`config.mk`:
```
export PLATFORM = sky130hd
export DESIGN_NAME = hps_seq_top
export DESIGN_NICKNAME = d
export VERILOG_FILES = /design/src/include/hps_pkg.sv /design/src/design/hps_seq_top.sv /design/src/design/hps_sync3.sv
export SDC_FILE = /design/constraint.sdc
export NUM_CORES = 1
export LEC_CHECK = 0
export BUFFER_PORTS_ARGS = -buffer_cell sky130_fd_sc_hd__buf_2
export CAP_MARGIN = 20
export CORE_AREA = 2 2 97 99
export DETAILED_ROUTE_END_ITERATION = 10
export DIE_AREA = 0 0 99 101
export GPL_TIMING_DRIVEN = 0
export PLACE_DENSITY_LB_ADDON = 0.15
export REMOVE_ABC_BUFFERS = 1
export SLEW_MARGIN = 15
export SYNTH_ARGS = -nofsm -noshare
export SYNTH_HDL_FRONTEND = slang
export SYNTH_SLANG_ARGS = --single-unit
```
`constraint.sdc`:
```
create_clock -name CLK_I -period 3.2 [get_ports CLK_I]
set_clock_uncertainty 0.1 [all_clocks]
set_input_delay 0.64 -clock CLK_I [delete_from_list [all_inputs] [get_ports CLK_I]]
set_output_delay 0.64 -clock CLK_I [all_outputs]
set_load 0.03 [all_outputs]
```
`src/include/hps_pkg.sv`:
```
/*
 * hps_pkg: constants and types for the host-side power and bring-up sequencer
 * of a two-channel audio converter.
 * Assumes a 20 MHz sequencer clock; all waits are absolute minimum times.
 */
package hps_pkg;

	localparam int CLK_PERIOD_NS = 50;

	// minimum times, in ns
	localparam int T_SUPPLY_NS  = 100_000;
	localparam int T_INIT_NS    = 2_000_000;
	localparam int T_WAKE_NS    = 1_000_000;
	localparam int T_PD_NS      = 10_000_000;
	localparam int T_PD_FAST_NS = 100_000;
	localparam int T_OFF_NS     = 100_000_000;
	localparam int T_BIAS_NS    = 10_000_000;

	// minimum times round up to whole cycles
	localparam int T_SUPPLY_CYC  = (T_SUPPLY_NS + CLK_PERIOD_NS - 1) / CLK_PERIOD_NS;
	localparam int T_INIT_CYC    = (T_INIT_NS + CLK_PERIOD_NS - 1) / CLK_PERIOD_NS;
	localparam int T_WAKE_CYC    = (T_WAKE_NS + CLK_PERIOD_NS - 1) / CLK_PERIOD_NS;
	localparam int T_PD_CYC      = (T_PD_NS + CLK_PERIOD_NS - 1) / CLK_PERIOD_NS;
	localparam int T_PD_FAST_CYC = (T_PD_FAST_NS + CLK_PERIOD_NS - 1) / CLK_PERIOD_NS;
	localparam int T_OFF_CYC     = (T_OFF_NS + CLK_PERIOD_NS - 1) / CLK_PERIOD_NS;
	localparam int T_BIAS_CYC    = (T_BIAS_NS + CLK_PERIOD_NS - 1) / CLK_PERIOD_NS;

	// audio clock plan that the clock generator is asked for
	localparam int FRAME_SYNC_HZ    = 44_100;
	localparam int BIT_CLOCK_HZ     = 11_289_600;
	localparam int BCLK_PER_FRAME   = 256;
	localparam int CHANNEL_WORD_BITS = 32;

	// shutdown behaviour field value meaning immediate hardware shutdown
	localparam logic [1:0] SHDN_CFG_IMMEDIATE = 2'h0;

	// device register offsets and values
	localparam logic [7:0] REG_SW_RESET  = 8'h01;
	localparam logic [7:0] VAL_SW_RESET  = 8'h01;
	localparam logic [7:0] REG_SLEEP     = 8'h02;
	localparam logic [7:0] VAL_WAKE      = 8'h81;
	localparam logic [7:0] REG_CH1_CFG   = 8'h3C;
	localparam logic [7:0] REG_CH2_CFG   = 8'h41;
	localparam logic [7:0] VAL_CH_DIFF_HS = 8'h18;
	localparam logic [7:0] REG_IN_EN     = 8'h73;
	localparam logic [7:0] REG_SLOT_EN   = 8'h74;
	localparam logic [7:0] VAL_CH12_EN   = 8'hC0;
	localparam logic [7:0] REG_PWR_CFG   = 8'h75;
	localparam logic [7:0] VAL_PWR_UP    = 8'hE0;
	localparam logic [7:0] REG_DIAG_EN   = 8'h64;

	typedef struct packed {
		logic [7:0] reg_addr;
		logic [7:0] data;
	} hps_cmd_t;

	localparam int CFG_LEN = 5;
	localparam hps_cmd_t CFG_ROM [0:CFG_LEN-1] = '{
		'{REG_CH1_CFG, VAL_CH_DIFF_HS},
		'{REG_CH2_CFG, VAL_CH_DIFF_HS},
		'{REG_IN_EN,   VAL_CH12_EN},
		'{REG_SLOT_EN, VAL_CH12_EN},
		'{REG_PWR_CFG, VAL_PWR_UP}
	};

	typedef enum logic [3:0] {
		ST_OFF       = 4'h0,
		ST_PWR       = 4'h1,
		ST_SETTLE    = 4'h2,
		ST_BUSIDLE   = 4'h3,
		ST_INIT      = 4'h4,
		ST_SWRST     = 4'h5,
		ST_SWRST_W   = 4'h6,
		ST_WAKE      = 4'h7,
		ST_WAKE_W    = 4'h8,
		ST_CFG       = 4'h9,
		ST_BIAS      = 4'hA,
		ST_DIAG      = 4'hB,
		ST_RUN       = 4'hC,
		ST_PDN       = 4'hD,
		ST_GAP       = 4'hE
	} hps_state_t;

endpackage

```
`src/design/hps_seq_top.sv`:
```
/*
 * hps_seq_top: host sequencer for power, pin release, configuration, clocks and shutdown.
 * Assumes a 20 MHz clock, a command port whose ready ends a bus transaction,
 * and supply-good and bus pins arriving asynchronously.
 */
// What this block does
// - shutdown pin released only after supplies good
// - wait 100 us after supply stable
// - keep supplies 10 ms after shutdown
// - immediate shutdown field shortens wait to 100us
// - 100 ms off before next power-up
// - slow supply ramp: software reset first
// - 2 ms silence after release or reset
// - address pin high: bus idle at release
// - configure channels, enable, power up E0
// - 10 ms after clocks before diagnostics
// - 44.1 kHz frame, ratio 256, TDM
`timescale 1ns/100ps
module hps_seq_top #(
	parameter int INIT_CYC = hps_pkg::T_INIT_CYC,
	parameter int WAKE_CYC = hps_pkg::T_WAKE_CYC,
	parameter int PD_CYC   = hps_pkg::T_PD_CYC,
	parameter int OFF_CYC  = hps_pkg::T_OFF_CYC,
	parameter int BIAS_CYC = hps_pkg::T_BIAS_CYC
) (
	input  wire logic             CLK_I,
	input  wire logic             RESETN_I,
	input  wire logic             START_I,
	input  wire logic             STOP_I,
	input  wire logic             SLOW_RAMP_I,
	input  wire logic [1:0]       SHDN_CFG_I,
	input  wire logic             SUPPLY_OK_I,
	input  wire logic             ADDR_HIGH_I,
	input  wire logic             SCL_I,
	input  wire logic             SDA_I,
	input  wire logic             CMD_READY_I,
	output logic                  SUPPLY_EN_O,
	output logic                  SHUTDOWN_N_O,
	output logic                  CMD_VALID_O,
	output hps_pkg::hps_cmd_t     CMD_O,
	output logic                  CLOCKS_EN_O,
	output logic                  RUNNING_O
);
	localparam int SUPPLY_CYC  = hps_pkg::T_SUPPLY_CYC;
	localparam int PD_FAST_CYC = hps_pkg::T_PD_FAST_CYC;
	hps_pkg::hps_state_t state_reg;
	hps_pkg::hps_state_t state_next;
	logic [31:0]         timer_reg;
	logic [31:0]         timer_load;
	logic [2:0]          idx_reg;
	logic [2:0]          idx_next;
	logic                supply_ok_s;
	logic                addr_high_s;
	logic                scl_s;
	logic                sda_s;
	logic                accept;
	logic                timer_done;
	logic                fast_pdn;
	hps_pkg::hps_cmd_t   cmd_next;
	logic [31:0]         since_ok_reg;
	logic [31:0]         since_rel_reg;
	logic [31:0]         since_shdn_reg;
	logic [31:0]         since_off_reg;
	logic [31:0]         since_clk_reg;
	hps_sync3 u_sync_ok   (.clk_i(CLK_I), .resetn_i(RESETN_I), .d_i(SUPPLY_OK_I), .q_o(supply_ok_s));
	hps_sync3 u_sync_addr (.clk_i(CLK_I), .resetn_i(RESETN_I), .d_i(ADDR_HIGH_I), .q_o(addr_high_s));
	hps_sync3 #(.RESET_VAL(1'b1)) u_sync_scl (.clk_i(CLK_I), .resetn_i(RESETN_I), .d_i(SCL_I),
		.q_o(scl_s));
	hps_sync3 #(.RESET_VAL(1'b1)) u_sync_sda (.clk_i(CLK_I), .resetn_i(RESETN_I), .d_i(SDA_I),
		.q_o(sda_s));
	assign accept     = CMD_VALID_O && CMD_READY_I;
	assign timer_done = (timer_reg == 32'h0000_0000);
	assign fast_pdn   = (SHDN_CFG_I == hps_pkg::SHDN_CFG_IMMEDIATE);
	always_comb begin
		state_next = state_reg;
		idx_next   = idx_reg;
		case (state_reg)
			hps_pkg::ST_OFF: if (START_I) begin
				state_next = hps_pkg::ST_PWR;
			end
			hps_pkg::ST_PWR: if (supply_ok_s) begin
				state_next = hps_pkg::ST_SETTLE;
			end
			hps_pkg::ST_SETTLE: begin
				if (!supply_ok_s) begin
					state_next = hps_pkg::ST_PWR;
				end else if (timer_done) begin
					state_next = hps_pkg::ST_BUSIDLE;
				end
			end
			hps_pkg::ST_BUSIDLE: begin
				if (!supply_ok_s) begin
					state_next = hps_pkg::ST_PWR;
				end else if (!addr_high_s || (scl_s && sda_s)) begin
					state_next = hps_pkg::ST_INIT;
				end
			end
			hps_pkg::ST_INIT: if (timer_done) begin
				state_next = SLOW_RAMP_I ? hps_pkg::ST_SWRST : hps_pkg::ST_WAKE;
			end
			hps_pkg::ST_SWRST: if (accept) begin
				state_next = hps_pkg::ST_SWRST_W;
			end
			hps_pkg::ST_SWRST_W: if (timer_done) begin
				state_next = hps_pkg::ST_WAKE;
			end
			hps_pkg::ST_WAKE: if (accept) begin
				state_next = hps_pkg::ST_WAKE_W;
			end
			hps_pkg::ST_WAKE_W: if (timer_done) begin
				state_next = hps_pkg::ST_CFG;
				idx_next   = 3'h0;
			end
			hps_pkg::ST_CFG: begin
				if (accept) begin
					if (idx_reg == 3'(hps_pkg::CFG_LEN - 1)) begin
						state_next = hps_pkg::ST_BIAS;
					end else begin
						idx_next = idx_reg + 3'h1;
					end
				end
			end
			hps_pkg::ST_BIAS: if (timer_done) begin
				state_next = hps_pkg::ST_DIAG;
			end
			hps_pkg::ST_DIAG: if (accept) begin
				state_next = hps_pkg::ST_RUN;
			end
			hps_pkg::ST_RUN: state_next = hps_pkg::ST_RUN;
			hps_pkg::ST_PDN: if (timer_done) begin
				state_next = hps_pkg::ST_GAP;
			end
			hps_pkg::ST_GAP: if (timer_done) begin
				state_next = hps_pkg::ST_OFF;
			end
			default: begin
				state_next = hps_pkg::ST_OFF;
			end
		endcase
		// stop waits for any pending bus command to finish
		if (STOP_I && !CMD_VALID_O) begin
			if (state_reg == hps_pkg::ST_PWR || state_reg == hps_pkg::ST_SETTLE ||
				state_reg == hps_pkg::ST_BUSIDLE) begin
				state_next = hps_pkg::ST_GAP;
			end else if (state_reg != hps_pkg::ST_OFF && state_reg != hps_pkg::ST_PDN &&
				state_reg != hps_pkg::ST_GAP) begin
				state_next = hps_pkg::ST_PDN;
			end
		end
	end

	always_comb begin
		case (state_next)
			hps_pkg::ST_SETTLE:  timer_load = 32'(SUPPLY_CYC);
			hps_pkg::ST_INIT:    timer_load = 32'(INIT_CYC);
			hps_pkg::ST_SWRST_W: timer_load = 32'(INIT_CYC);
			hps_pkg::ST_WAKE_W:  timer_load = 32'(WAKE_CYC);
			hps_pkg::ST_BIAS:    timer_load = 32'(BIAS_CYC);
			hps_pkg::ST_PDN:     timer_load = fast_pdn ? 32'(PD_FAST_CYC) : 32'(PD_CYC);
			hps_pkg::ST_GAP:     timer_load = 32'(OFF_CYC);
			default:             timer_load = 32'h0000_0000;
		endcase
		case (state_next)
			hps_pkg::ST_SWRST: cmd_next = '{hps_pkg::REG_SW_RESET, hps_pkg::VAL_SW_RESET};
			hps_pkg::ST_WAKE:  cmd_next = '{hps_pkg::REG_SLEEP, hps_pkg::VAL_WAKE};
			hps_pkg::ST_CFG:   cmd_next = hps_pkg::CFG_ROM[idx_next];
			hps_pkg::ST_DIAG:  cmd_next = '{hps_pkg::REG_DIAG_EN, hps_pkg::VAL_CH12_EN};
			default:           cmd_next = CMD_O;
		endcase
	end
	// state and wait timer; a wait is a full reload, but stop or supply loss can end it early, except in PDN and GAP
	always_ff @(posedge CLK_I) begin
		if (!RESETN_I) begin
			state_reg <= hps_pkg::ST_OFF;
			idx_reg   <= 3'h0;
			timer_reg <= 32'h0000_0000;
		end else begin
			state_reg <= state_next;
			idx_reg   <= idx_next;
			if (state_next != state_reg) begin
				timer_reg <= timer_load;
			end else if (!timer_done) begin
				timer_reg <= timer_reg - 32'h0000_0001;
			end
		end
	end
	// pin and command outputs, all registered from the next state
	always_ff @(posedge CLK_I) begin
		if (!RESETN_I) begin
			SUPPLY_EN_O  <= 1'b0;
			SHUTDOWN_N_O <= 1'b0;
			CMD_VALID_O  <= 1'b0;
			CMD_O        <= '0;
			CLOCKS_EN_O  <= 1'b0;
			RUNNING_O    <= 1'b0;
		end else begin
			SUPPLY_EN_O  <= (state_next != hps_pkg::ST_OFF) && (state_next != hps_pkg::ST_GAP);
			SHUTDOWN_N_O <= (state_next >= hps_pkg::ST_INIT) && (state_next <= hps_pkg::ST_RUN);
			CMD_VALID_O  <= (state_next == hps_pkg::ST_SWRST) || (state_next == hps_pkg::ST_WAKE) ||
				(state_next == hps_pkg::ST_CFG) || (state_next == hps_pkg::ST_DIAG);
			CMD_O        <= cmd_next;
			CLOCKS_EN_O  <= (state_next >= hps_pkg::ST_BIAS) && (state_next <= hps_pkg::ST_RUN);
			RUNNING_O    <= (state_next == hps_pkg::ST_RUN);
		end
	end

	// elapsed-time helpers watched by the checks below
	always_ff @(posedge CLK_I) begin
		if (!RESETN_I) begin
			since_ok_reg   <= 32'h0000_0000;
			since_rel_reg  <= 32'h0000_0000;
			since_shdn_reg <= 32'hFFFF_FFFF;
			since_off_reg  <= 32'hFFFF_FFFF;
			since_clk_reg  <= 32'h0000_0000;
		end else begin
			since_ok_reg   <= !supply_ok_s ? 32'h0000_0000 :
				since_ok_reg + 32'(since_ok_reg != 32'hFFFF_FFFF);
			since_rel_reg  <= ((state_next == hps_pkg::ST_INIT && state_reg != hps_pkg::ST_INIT) ||
				(state_reg == hps_pkg::ST_SWRST && accept)) ? 32'h0000_0000 :
				since_rel_reg + 32'(since_rel_reg != 32'hFFFF_FFFF);
			since_shdn_reg <= (SHUTDOWN_N_O && state_next == hps_pkg::ST_PDN) ? 32'h0000_0000 :
				since_shdn_reg + 32'(since_shdn_reg != 32'hFFFF_FFFF);
			since_off_reg  <= SUPPLY_EN_O ? 32'h0000_0000 :
				since_off_reg + 32'(since_off_reg != 32'hFFFF_FFFF);
			since_clk_reg  <= !CLOCKS_EN_O ? 32'h0000_0000 :
				since_clk_reg + 32'(since_clk_reg != 32'hFFFF_FFFF);
		end
	end
	property p_release_supply;
		@(posedge CLK_I) disable iff (!RESETN_I) $rose(SHUTDOWN_N_O) |-> supply_ok_s;
	endproperty
	a_release_supply: assert property (p_release_supply) else $error("release without supply");
	property p_settle;
		@(posedge CLK_I) disable iff (!RESETN_I) $rose(SHUTDOWN_N_O) |-> since_ok_reg >= SUPPLY_CYC;
	endproperty
	a_settle: assert property (p_settle) else $error("supply settle wait too short");
	property p_pdn_time;
		@(posedge CLK_I) disable iff (!RESETN_I)
			($fell(SUPPLY_EN_O) && !fast_pdn) |-> since_shdn_reg >= PD_CYC;
	endproperty
	a_pdn_time: assert property (p_pdn_time) else $error("supply dropped before 10 ms");
	property p_pdn_fast;
		@(posedge CLK_I) disable iff (!RESETN_I)
			($fell(SUPPLY_EN_O) && fast_pdn) |-> since_shdn_reg >= PD_FAST_CYC;
	endproperty
	a_pdn_fast: assert property (p_pdn_fast) else $error("supply dropped before 100 us");
	property p_off_gap;
		@(posedge CLK_I) disable iff (!RESETN_I) $rose(SUPPLY_EN_O) |-> since_off_reg >= OFF_CYC;
	endproperty
	a_off_gap: assert property (p_off_gap) else $error("power-up too soon after power-down");
	property p_swrst_first;
		@(posedge CLK_I) disable iff (!RESETN_I)
			(state_reg == hps_pkg::ST_INIT && state_next != hps_pkg::ST_INIT && SLOW_RAMP_I)
			|=> CMD_VALID_O && CMD_O.reg_addr == hps_pkg::REG_SW_RESET;
	endproperty
	a_swrst_first: assert property (p_swrst_first) else $error("first command not reset");
	property p_init_gap;
		@(posedge CLK_I) disable iff (!RESETN_I) $rose(CMD_VALID_O) |-> since_rel_reg >= INIT_CYC;
	endproperty
	a_init_gap: assert property (p_init_gap) else $error("command inside init window");
	property p_bus_idle;
		@(posedge CLK_I) disable iff (!RESETN_I)
			($rose(SHUTDOWN_N_O) && addr_high_s) |-> $past(scl_s && sda_s);
	endproperty
	a_bus_idle: assert property (p_bus_idle) else $error("bus busy at release");
	property p_bias;
		@(posedge CLK_I) disable iff (!RESETN_I)
			($rose(CMD_VALID_O) && CMD_O.reg_addr == hps_pkg::REG_DIAG_EN)
			|-> CLOCKS_EN_O && since_clk_reg >= BIAS_CYC;
	endproperty
	a_bias: assert property (p_bias) else $error("diagnostics enabled too early");
	property p_cmd_hold;
		@(posedge CLK_I) disable iff (!RESETN_I)
			(CMD_VALID_O && !CMD_READY_I) |=> CMD_VALID_O && $stable(CMD_O);
	endproperty
	a_cmd_hold: assert property (p_cmd_hold) else $error("command dropped before accept");
	property p_cfg_power;
		@(posedge CLK_I) disable iff (!RESETN_I)
			(accept && CMD_O.reg_addr == hps_pkg::REG_PWR_CFG) |=> !CMD_VALID_O ##1 CLOCKS_EN_O;
	endproperty
	a_cfg_power: assert property (p_cfg_power) else $error("clocks not started after power-up");
	c_run:      cover property (@(posedge CLK_I) disable iff (!RESETN_I) $rose(RUNNING_O));
	c_swrst:    cover property (@(posedge CLK_I) disable iff (!RESETN_I)
		accept && CMD_O.reg_addr == hps_pkg::REG_SW_RESET);
	c_fast_pdn: cover property (@(posedge CLK_I) disable iff (!RESETN_I)
		$fell(SUPPLY_EN_O) && fast_pdn);
	c_idle_wait: cover property (@(posedge CLK_I) disable iff (!RESETN_I)
		state_reg == hps_pkg::ST_BUSIDLE ##1 state_reg == hps_pkg::ST_BUSIDLE);
endmodule

```
`src/design/hps_sync3.sv`:
```
/*
 * hps_sync3: three-flop input synchroniser; the output follows once the
 * second and third flops agree.
 * Assumes an asynchronous level input and a synchronous active-low reset.
 */
`timescale 1ns/100ps
module hps_sync3 #(
	parameter logic RESET_VAL = 1'b0
) (
	input  wire logic clk_i,
	input  wire logic resetn_i,
	input  wire logic d_i,
	output logic      q_o
);
	logic s1_reg;
	logic s2_reg;
	logic s3_reg;

	always_ff @(posedge clk_i) begin
		if (!resetn_i) begin
			s1_reg <= RESET_VAL;
			s2_reg <= RESET_VAL;
			s3_reg <= RESET_VAL;
			q_o    <= RESET_VAL;
		end else begin
			s1_reg <= d_i;
			s2_reg <= s1_reg;
			s3_reg <= s2_reg;
			if (s2_reg == s3_reg) begin
				q_o <= s3_reg;
			end
		end
	end
endmodule

```
[Yosys cells after proc, flatten, opt, wreduce, memory -nomap -nowiden]
Memory sizes are Yosys's and may differ from the RTL's.
Index checks and enable logic that the tools add are counted.
Operators by class
  reduce and logical (&&, ||, !) cells: 23
  order comparisons: 4
  add/sub/neg operators: 2
  mux-type cells: 33
  eq/ne operators: 36
  bitwise logic cells: 1
Operators by type and width (count)
  $pmux W21 S6: 1
  $mux W4: 20
  $mux W32: 2
  $pmux W16 S4: 1
  $pmux W4 S15: 1
  $eq A4 B4 Y1 const B: 14
  $eq A4 B3 Y1 const B: 8
  $logic_not A32 Y1: 1
  $mux W16: 2
  $sub A32 B1 Y32 const B: 1
  $mux W18: 1
  $eq A4 B2 Y1 const B: 3
  $ne A4 B4 Y1 const B: 3
  $reduce_bool A4 Y1: 3
  $mux W3: 3
  $ge A4 B4 Y1 const B: 2
  $logic_and A1 B1 Y1: 8
  $logic_or A1 B1 Y1: 6
  $pmux W3 S2: 1
  $eq A1 B1 Y1: 4
  $eq A4 B1 Y1 const B: 1
  $ge A4 B3 Y1 const B: 1
  $le A4 B4 Y1 const B: 1
  $logic_not A4 Y1: 1
  9 further kinds: 10
Word-level totals
  flip-flop bits (word level): 76
  logic and storage cells: 126
  output and inout bits: 21
  ROM bits: 128
  memories: 1
  input bits: 12
Memories
  (no name shown): depth 8, width 16, rd ports 1, clocked after memory_dff 0, write ports 0, RTL line hps_seq_top.sv:166  | hps_pkg::ST_CFG: cmd_next = hps_pkg::CFG_ROM[idx_next];

[Depth between registers and ports, before layout]
  depth in word-level cells: 12
  depth in mapped cells: 13
  mapped depth without buffers: 12

[Cells and area by module]
A second synthesis with hierarchy kept.
Second synthesis, totals
  cell total of the unflattened synthesis: 518
  area total of the unflattened synthesis: 4320.4 sq um
By module, submodules not included
  hps_seq_top: cells each 478, sequential area each 1121.1 sq um, area each 3862.5 sq um, times used 1
  hps_sync3 at u_sync_addr ...: cells each 10, sequential area each 80.1 sq um, area each 116.4 sq um, times used 2
  hps_sync3 at u_sync_scl ...: cells each 10, sequential area each 80.1 sq um, area each 112.6 sq um, times used 2

[Worst setup path after synthesis]
Ideal clock, no wire load.
  path type: register to register
  start: reg timer_reg[21]
  end: reg timer_reg[16]
  path buffers: 2
  period minus slack after synthesis: 3.351 ns
  arrival time: 3.134 ns
  required time: 2.983 ns
  setup time: 0.117 ns
  cell stages (with the launch flop): 11
  path slack: -0.151 ns
  cells stage by stage: dfxtp_1 or4_4 or4_4 or3_1 buf_2 a211oi_2 o21ai_1 a221oi_4 buf_6 nor3_1 a32o_1
On the way
  longest elaborated chain between the ends: 11
  elaborated cells between the ends (all ways): 25
  classes of those cells: eq/ne (9); mux (14); reduce/logical (2)
Ends and longest elaborated chain
  start, declared: RTL line hps_seq_top.sv:48  | logic [31:0] timer_reg;
  start signal, assigned: RTL line hps_seq_top.sv:181  | timer_reg <= timer_load;
  start signal, assigned: RTL line hps_seq_top.sv:183  | timer_reg <= timer_reg - 32'h0000_0001;
  $logic_not A32 Y1 *: RTL line hps_seq_top.sv:72  | assign timer_done = (timer_reg == 32'h0000_0000);
  $mux W4: RTL line hps_seq_top.sv:87  | end else if (timer_done) begin
  $mux W4: RTL line hps_seq_top.sv:85  | if (!supply_ok_s) begin
  $pmux W4 S15: RTL line hps_seq_top.sv:77  | case (state_reg)
  $mux W4: RTL line hps_seq_top.sv:145  | end else if (state_reg != hps_pkg::ST_OFF && state_reg != hps_pkg::ST_PDN &&
  $mux W4: RTL line hps_seq_top.sv:142  | if (state_reg == hps_pkg::ST_PWR || state_reg == hps_pkg::ST_SETTLE ||
  $mux W4: RTL line hps_seq_top.sv:141  | if (STOP_I && !CMD_VALID_O) begin
  $eq A4 B3 Y1: RTL line hps_seq_top.sv:153  | case (state_next)
  $reduce_or A2 Y1 (no line)
  $pmux W21 S6: RTL line hps_seq_top.sv:153
  $mux W32: RTL line hps_seq_top.sv:180  | if (state_next != state_reg) begin
Mark *: on every way between the ends. The rest lies on a longest branch, timed or not.
A chain may end at the register's enable or synchronous reset.

[Worst setup path after layout]
  start: reg timer_reg[24]
  end: reg timer_reg[4]
Same word-level chain as after synthesis.

==> results.py <==
metrics = {
    "sta": {
        "max-slew-margin-rel_pct": 48.17,
        "report.final.setup_viol": 29,
        "timing.hold.ws_ns": 0.3112,
        "timing_hold_violations_final": 0,
        "totalNegativeSetupSlack_ns": -1.723,
        "worst_pin_slew_ns": 0.7715,
        "post-route-min-period_ns": 3.307,
        "rsz0062_at_grt": "yes",
        "timing.final.ws_setup_ns": -0.1066,
        "timing.fmax_mhz": 302.4,
        "layout_worst_path_cycle_share_pct": 103.3,
        "slew_violations": 0,
    },
    "critical_path": {
        "timing.critical_path.arrival_ns": 3.46,
        "crit_type": "register to register",
        "start_kind": "register",
        "cp_data_required_time_ns": 3.35,
        "crit_fanout": 7,
        "crit_path_end_kind": "register",
    },
    "run_status": {
        "outcome": "complete, but fails checks",
        "failing_checks": "negative setup slack",
    },
    "logic_synthesis": {
        "synth_warnings": 0,
        "yosysUniqueCellTypes": 64,
        "synth-main-ff-cell": "sky130_fd_sc_hd__dfxtp_1",
        "post_synth_fa_ha_maj_area_fraction_pct": 1.914,
        "synth-compound-area-share_pct": 21.08,
        "post_synth_and_or_nand_nor_area_fraction_pct": 27.02,
        "synth-xor-area-share_pct": 7.145,
        "post_synthesis_sequential_element_count": 72,
        "postSynthCellCount": 486,
        "post_synth.cell_area_avg_sq_um": 8.071,
        "synth-edff-count": 0,
        "synth_top_family_by_area": "simple AND/OR/NAND/NOR gates",
        "post_synthesis_instance_area_sq_mm": 0.003923,
        "register_area_share_after_synthesis_pct": 36.75,
        "async_reset_ff_share_pct": 0,
        "yosys-mux-area-fraction_pct": 1.085,
    },
    "pwr": {
        "pwr_density_cell_mw_per_mm2": 1333,
        "power_leakage_nw": 1.999,
        "total_power_mw": 6.646,
        "vdd_drop_max_v": 0.0006128,
    },
    "die": {
        "die_width_microns": 99,
        "start_util_pct": 43.69,
        "floorplan.core_area_sq_mm": 0.008977,
        "die-area_sq_mm": 0.009999,
        "rows": 35,
        "boundaryPins": 33,
        "die-height_microns": 101,
    },
    "route": {
        "drt_first_pass_iters": 4,
        "finalWirelength_mm": 10.14,
        "final_antenna_net_count": 0,
        "viasPerCell": 5.629,
        "met1Wirelength_mm": 4.597,
        "met2_length_mm": 4.970,
        "top_layer": "met4",
        "detailedRoute.firstIterationViolations": 161,
        "detail_route.drc_violations": 0,
        "detail_route.wl_per_cell_microns": 15.37,
        "vias": 3715,
        "routed-wl-met3_microns": 326,
    },
    "worst_hold_path": {
        "hold_path.class": "register to register",
    },
    "grt": {
        "grtUsageTotal_pct": 20.86,
        "first_global_vias": 3464,
        "grt_remaining_overflow": 0,
        "antenna_found_initial": 0,
        "grt_first_pass_wirelength_mm": 16.64,
        "grt_max_degree": 33,
    },
    "clock_tree": {
        "ctsLongestPathBuffers": 2,
        "clkTransAtPathRegs_ns": 0.08,
        "cts_hold_repair.buffers": 0,
        "cts_num_sinks": 72,
        "clock_insertion_delay_worst_skew_ns": 0.35,
        "cts-root-buf": "sky130_fd_sc_hd__clkbuf_8",
        "cts-htree-levels": 3,
        "cts_tree": "yes",
        "cts_inserted_buffers": 9,
    },
    "layout": {
        "num_antenna_cells": 0,
        "finish.net_count": 562,
        "area.growth.synth_to_final_pct": 27.11,
        "fillers": 804,
        "final_common_cell": "sky130_fd_sc_hd__dfxtp_1",
        "register_area_sq_mm": 0.001450,
        "instances_no_fill": 660,
        "largest_reg_flops": 32,
        "multi_input_comb_area_sq_mm": 0.002560,
        "commonest_cells_after_routing_fill_and_taps_aside": "65 x sky130_fd_sc_hd__dfxtp_1, 58 x sky130_fd_sc_hd__nor2_1, 38 x sky130_fd_sc_hd__nand2_1, 38 x sky130_fd_sc_hd__buf_4, 29 x sky130_fd_sc_hd__buf_2",
        "drive_gt1_share_pct": 28.78,
    },
    "place": {
        "place.detailed.instances": 599,
        "hpwlAfterDp_mm": 6.414,
        "placement.io_buffers": 29,
        "place_congestion": 0.8439,
        "place_ws_ns": -1.187,
    },
    "job": {
        "timing.max_cap.violations": 0,
    },
}
-- path summary, 6_finish.rpt --
| kind | startpoint | endpoint | slack, ns | cells past startpoint |
|---|---|---|---|---|
| worst max register to register | timer_reg[24] | timer_reg[4] | -0.11 | 10 |
| worst min register to register | u_sync_sda.s1_reg | u_sync_sda.s2_reg | 0.31 | 1 |
| worst max-delay path | timer_reg[24] | timer_reg[4] | -0.11 | 10 |
| worst min-delay path | u_sync_sda.s1_reg | u_sync_sda.s2_reg | 0.31 | 1 |
-- layout make-up --
class                           instances  share of cell area (%)
Multi-Input combinational cell        374                   51.34
Sequential cell                        72                   29.08
Timing Repair Buffer                   76                   11.34
Clock buffer                           11                   3.036
Tap cell                              111                   2.785
Clock inverter                          5                   1.581
Inverter                               11                  0.8281
-- power by group --
part | internal (mW) | switching, mW
Clock | 0.481 | 0.357
Sequential | 1.09 | 0.258
Combinational | 2.07 | 2.39
Total | 3.64 | 3.00
-- through the flow --
step           cell area (sq um)  utilization (%)
3_3_place_gp                4063            45.25
3_5_place_dp                4098            45.64
2_1_floorplan               3779                -
5_1_grt                     4986            55.54
6_report                    4986            55.54
4_1_cts                     4791            53.37
-- worst max-delay path, stage by stage (launching register included) --
cell	delay, ns
sky130_fd_sc_hd__dfxtp_2	0.33
sky130_fd_sc_hd__or4_4	0.54
sky130_fd_sc_hd__or4_4	0.55
sky130_fd_sc_hd__or3_4	0.42
sky130_fd_sc_hd__a211oi_4	0.29
sky130_fd_sc_hd__o21ai_2	0.11
sky130_fd_sc_hd__a221oi_4	0.31
sky130_fd_sc_hd__buf_6	0.21
sky130_fd_sc_hd__buf_12	0.12
sky130_fd_sc_hd__mux2i_1	0.17
sky130_fd_sc_hd__nor2_1	0.05
-- Yosys cell counts (all sizes together) (3+ instances only) --
cell type / number / area, sq um
nand4: 4 / 25.02
a32o: 4 / 40.04
a21oi: 31 / 155.2
xor2: 13 / 113.9
a22o: 4 / 35.03
or3: 6 / 37.54
ha: 6 / 75.07
a221oi: 4 / 65.07
nor3: 18 / 95.09
and2: 14 / 87.58
and3: 3 / 18.77
buf: 16 / 91.33
a22oi: 8 / 60.06
nor3b: 3 / 22.52
a211oi: 7 / 62.56
inv: 11 / 41.29
o211ai: 3 / 22.52
clkbuf: 16 / 60.06
or4: 4 / 37.53
nor4: 11 / 68.82
o21ai: 29 / 145.1
xnor2: 19 / 166.4
nor2: 63 / 239.0
or2: 4 / 25.02
dfxtp: 72 / 1441
nand3: 11 / 55.05
nand2b: 13 / 81.33
a21o: 4 / 30.03
nand3b: 5 / 37.54
a31oi: 3 / 18.77
nand2: 44 / 170.2
-- layer usage --
metal | track usage, % | up-vias
li1 | - | 1844
met1 | 25.87 | 1780
met2 | 35.76 | 69
met3 | 3.190 | 22
met4 | 9.484 | 0
met5 | 0 | -
-- cell families after synthesis --
group / Yosys count
fa+ha+maj: 6
other cells: 1
flops: 72
compound gates: 118
mux: 4
simple gates: 210
buf+inv: 43
xor+xnor: 32
-- timing repair --
action,CTS,global route
resized for setup,48,25
endpoints found under the hold margin,0,0
cloned,2,0
setup endpoints to repair,51,47
pin swaps,34,17
buffers inserted,32,12
Note: power is estimated with default switching activity, not from simulation.
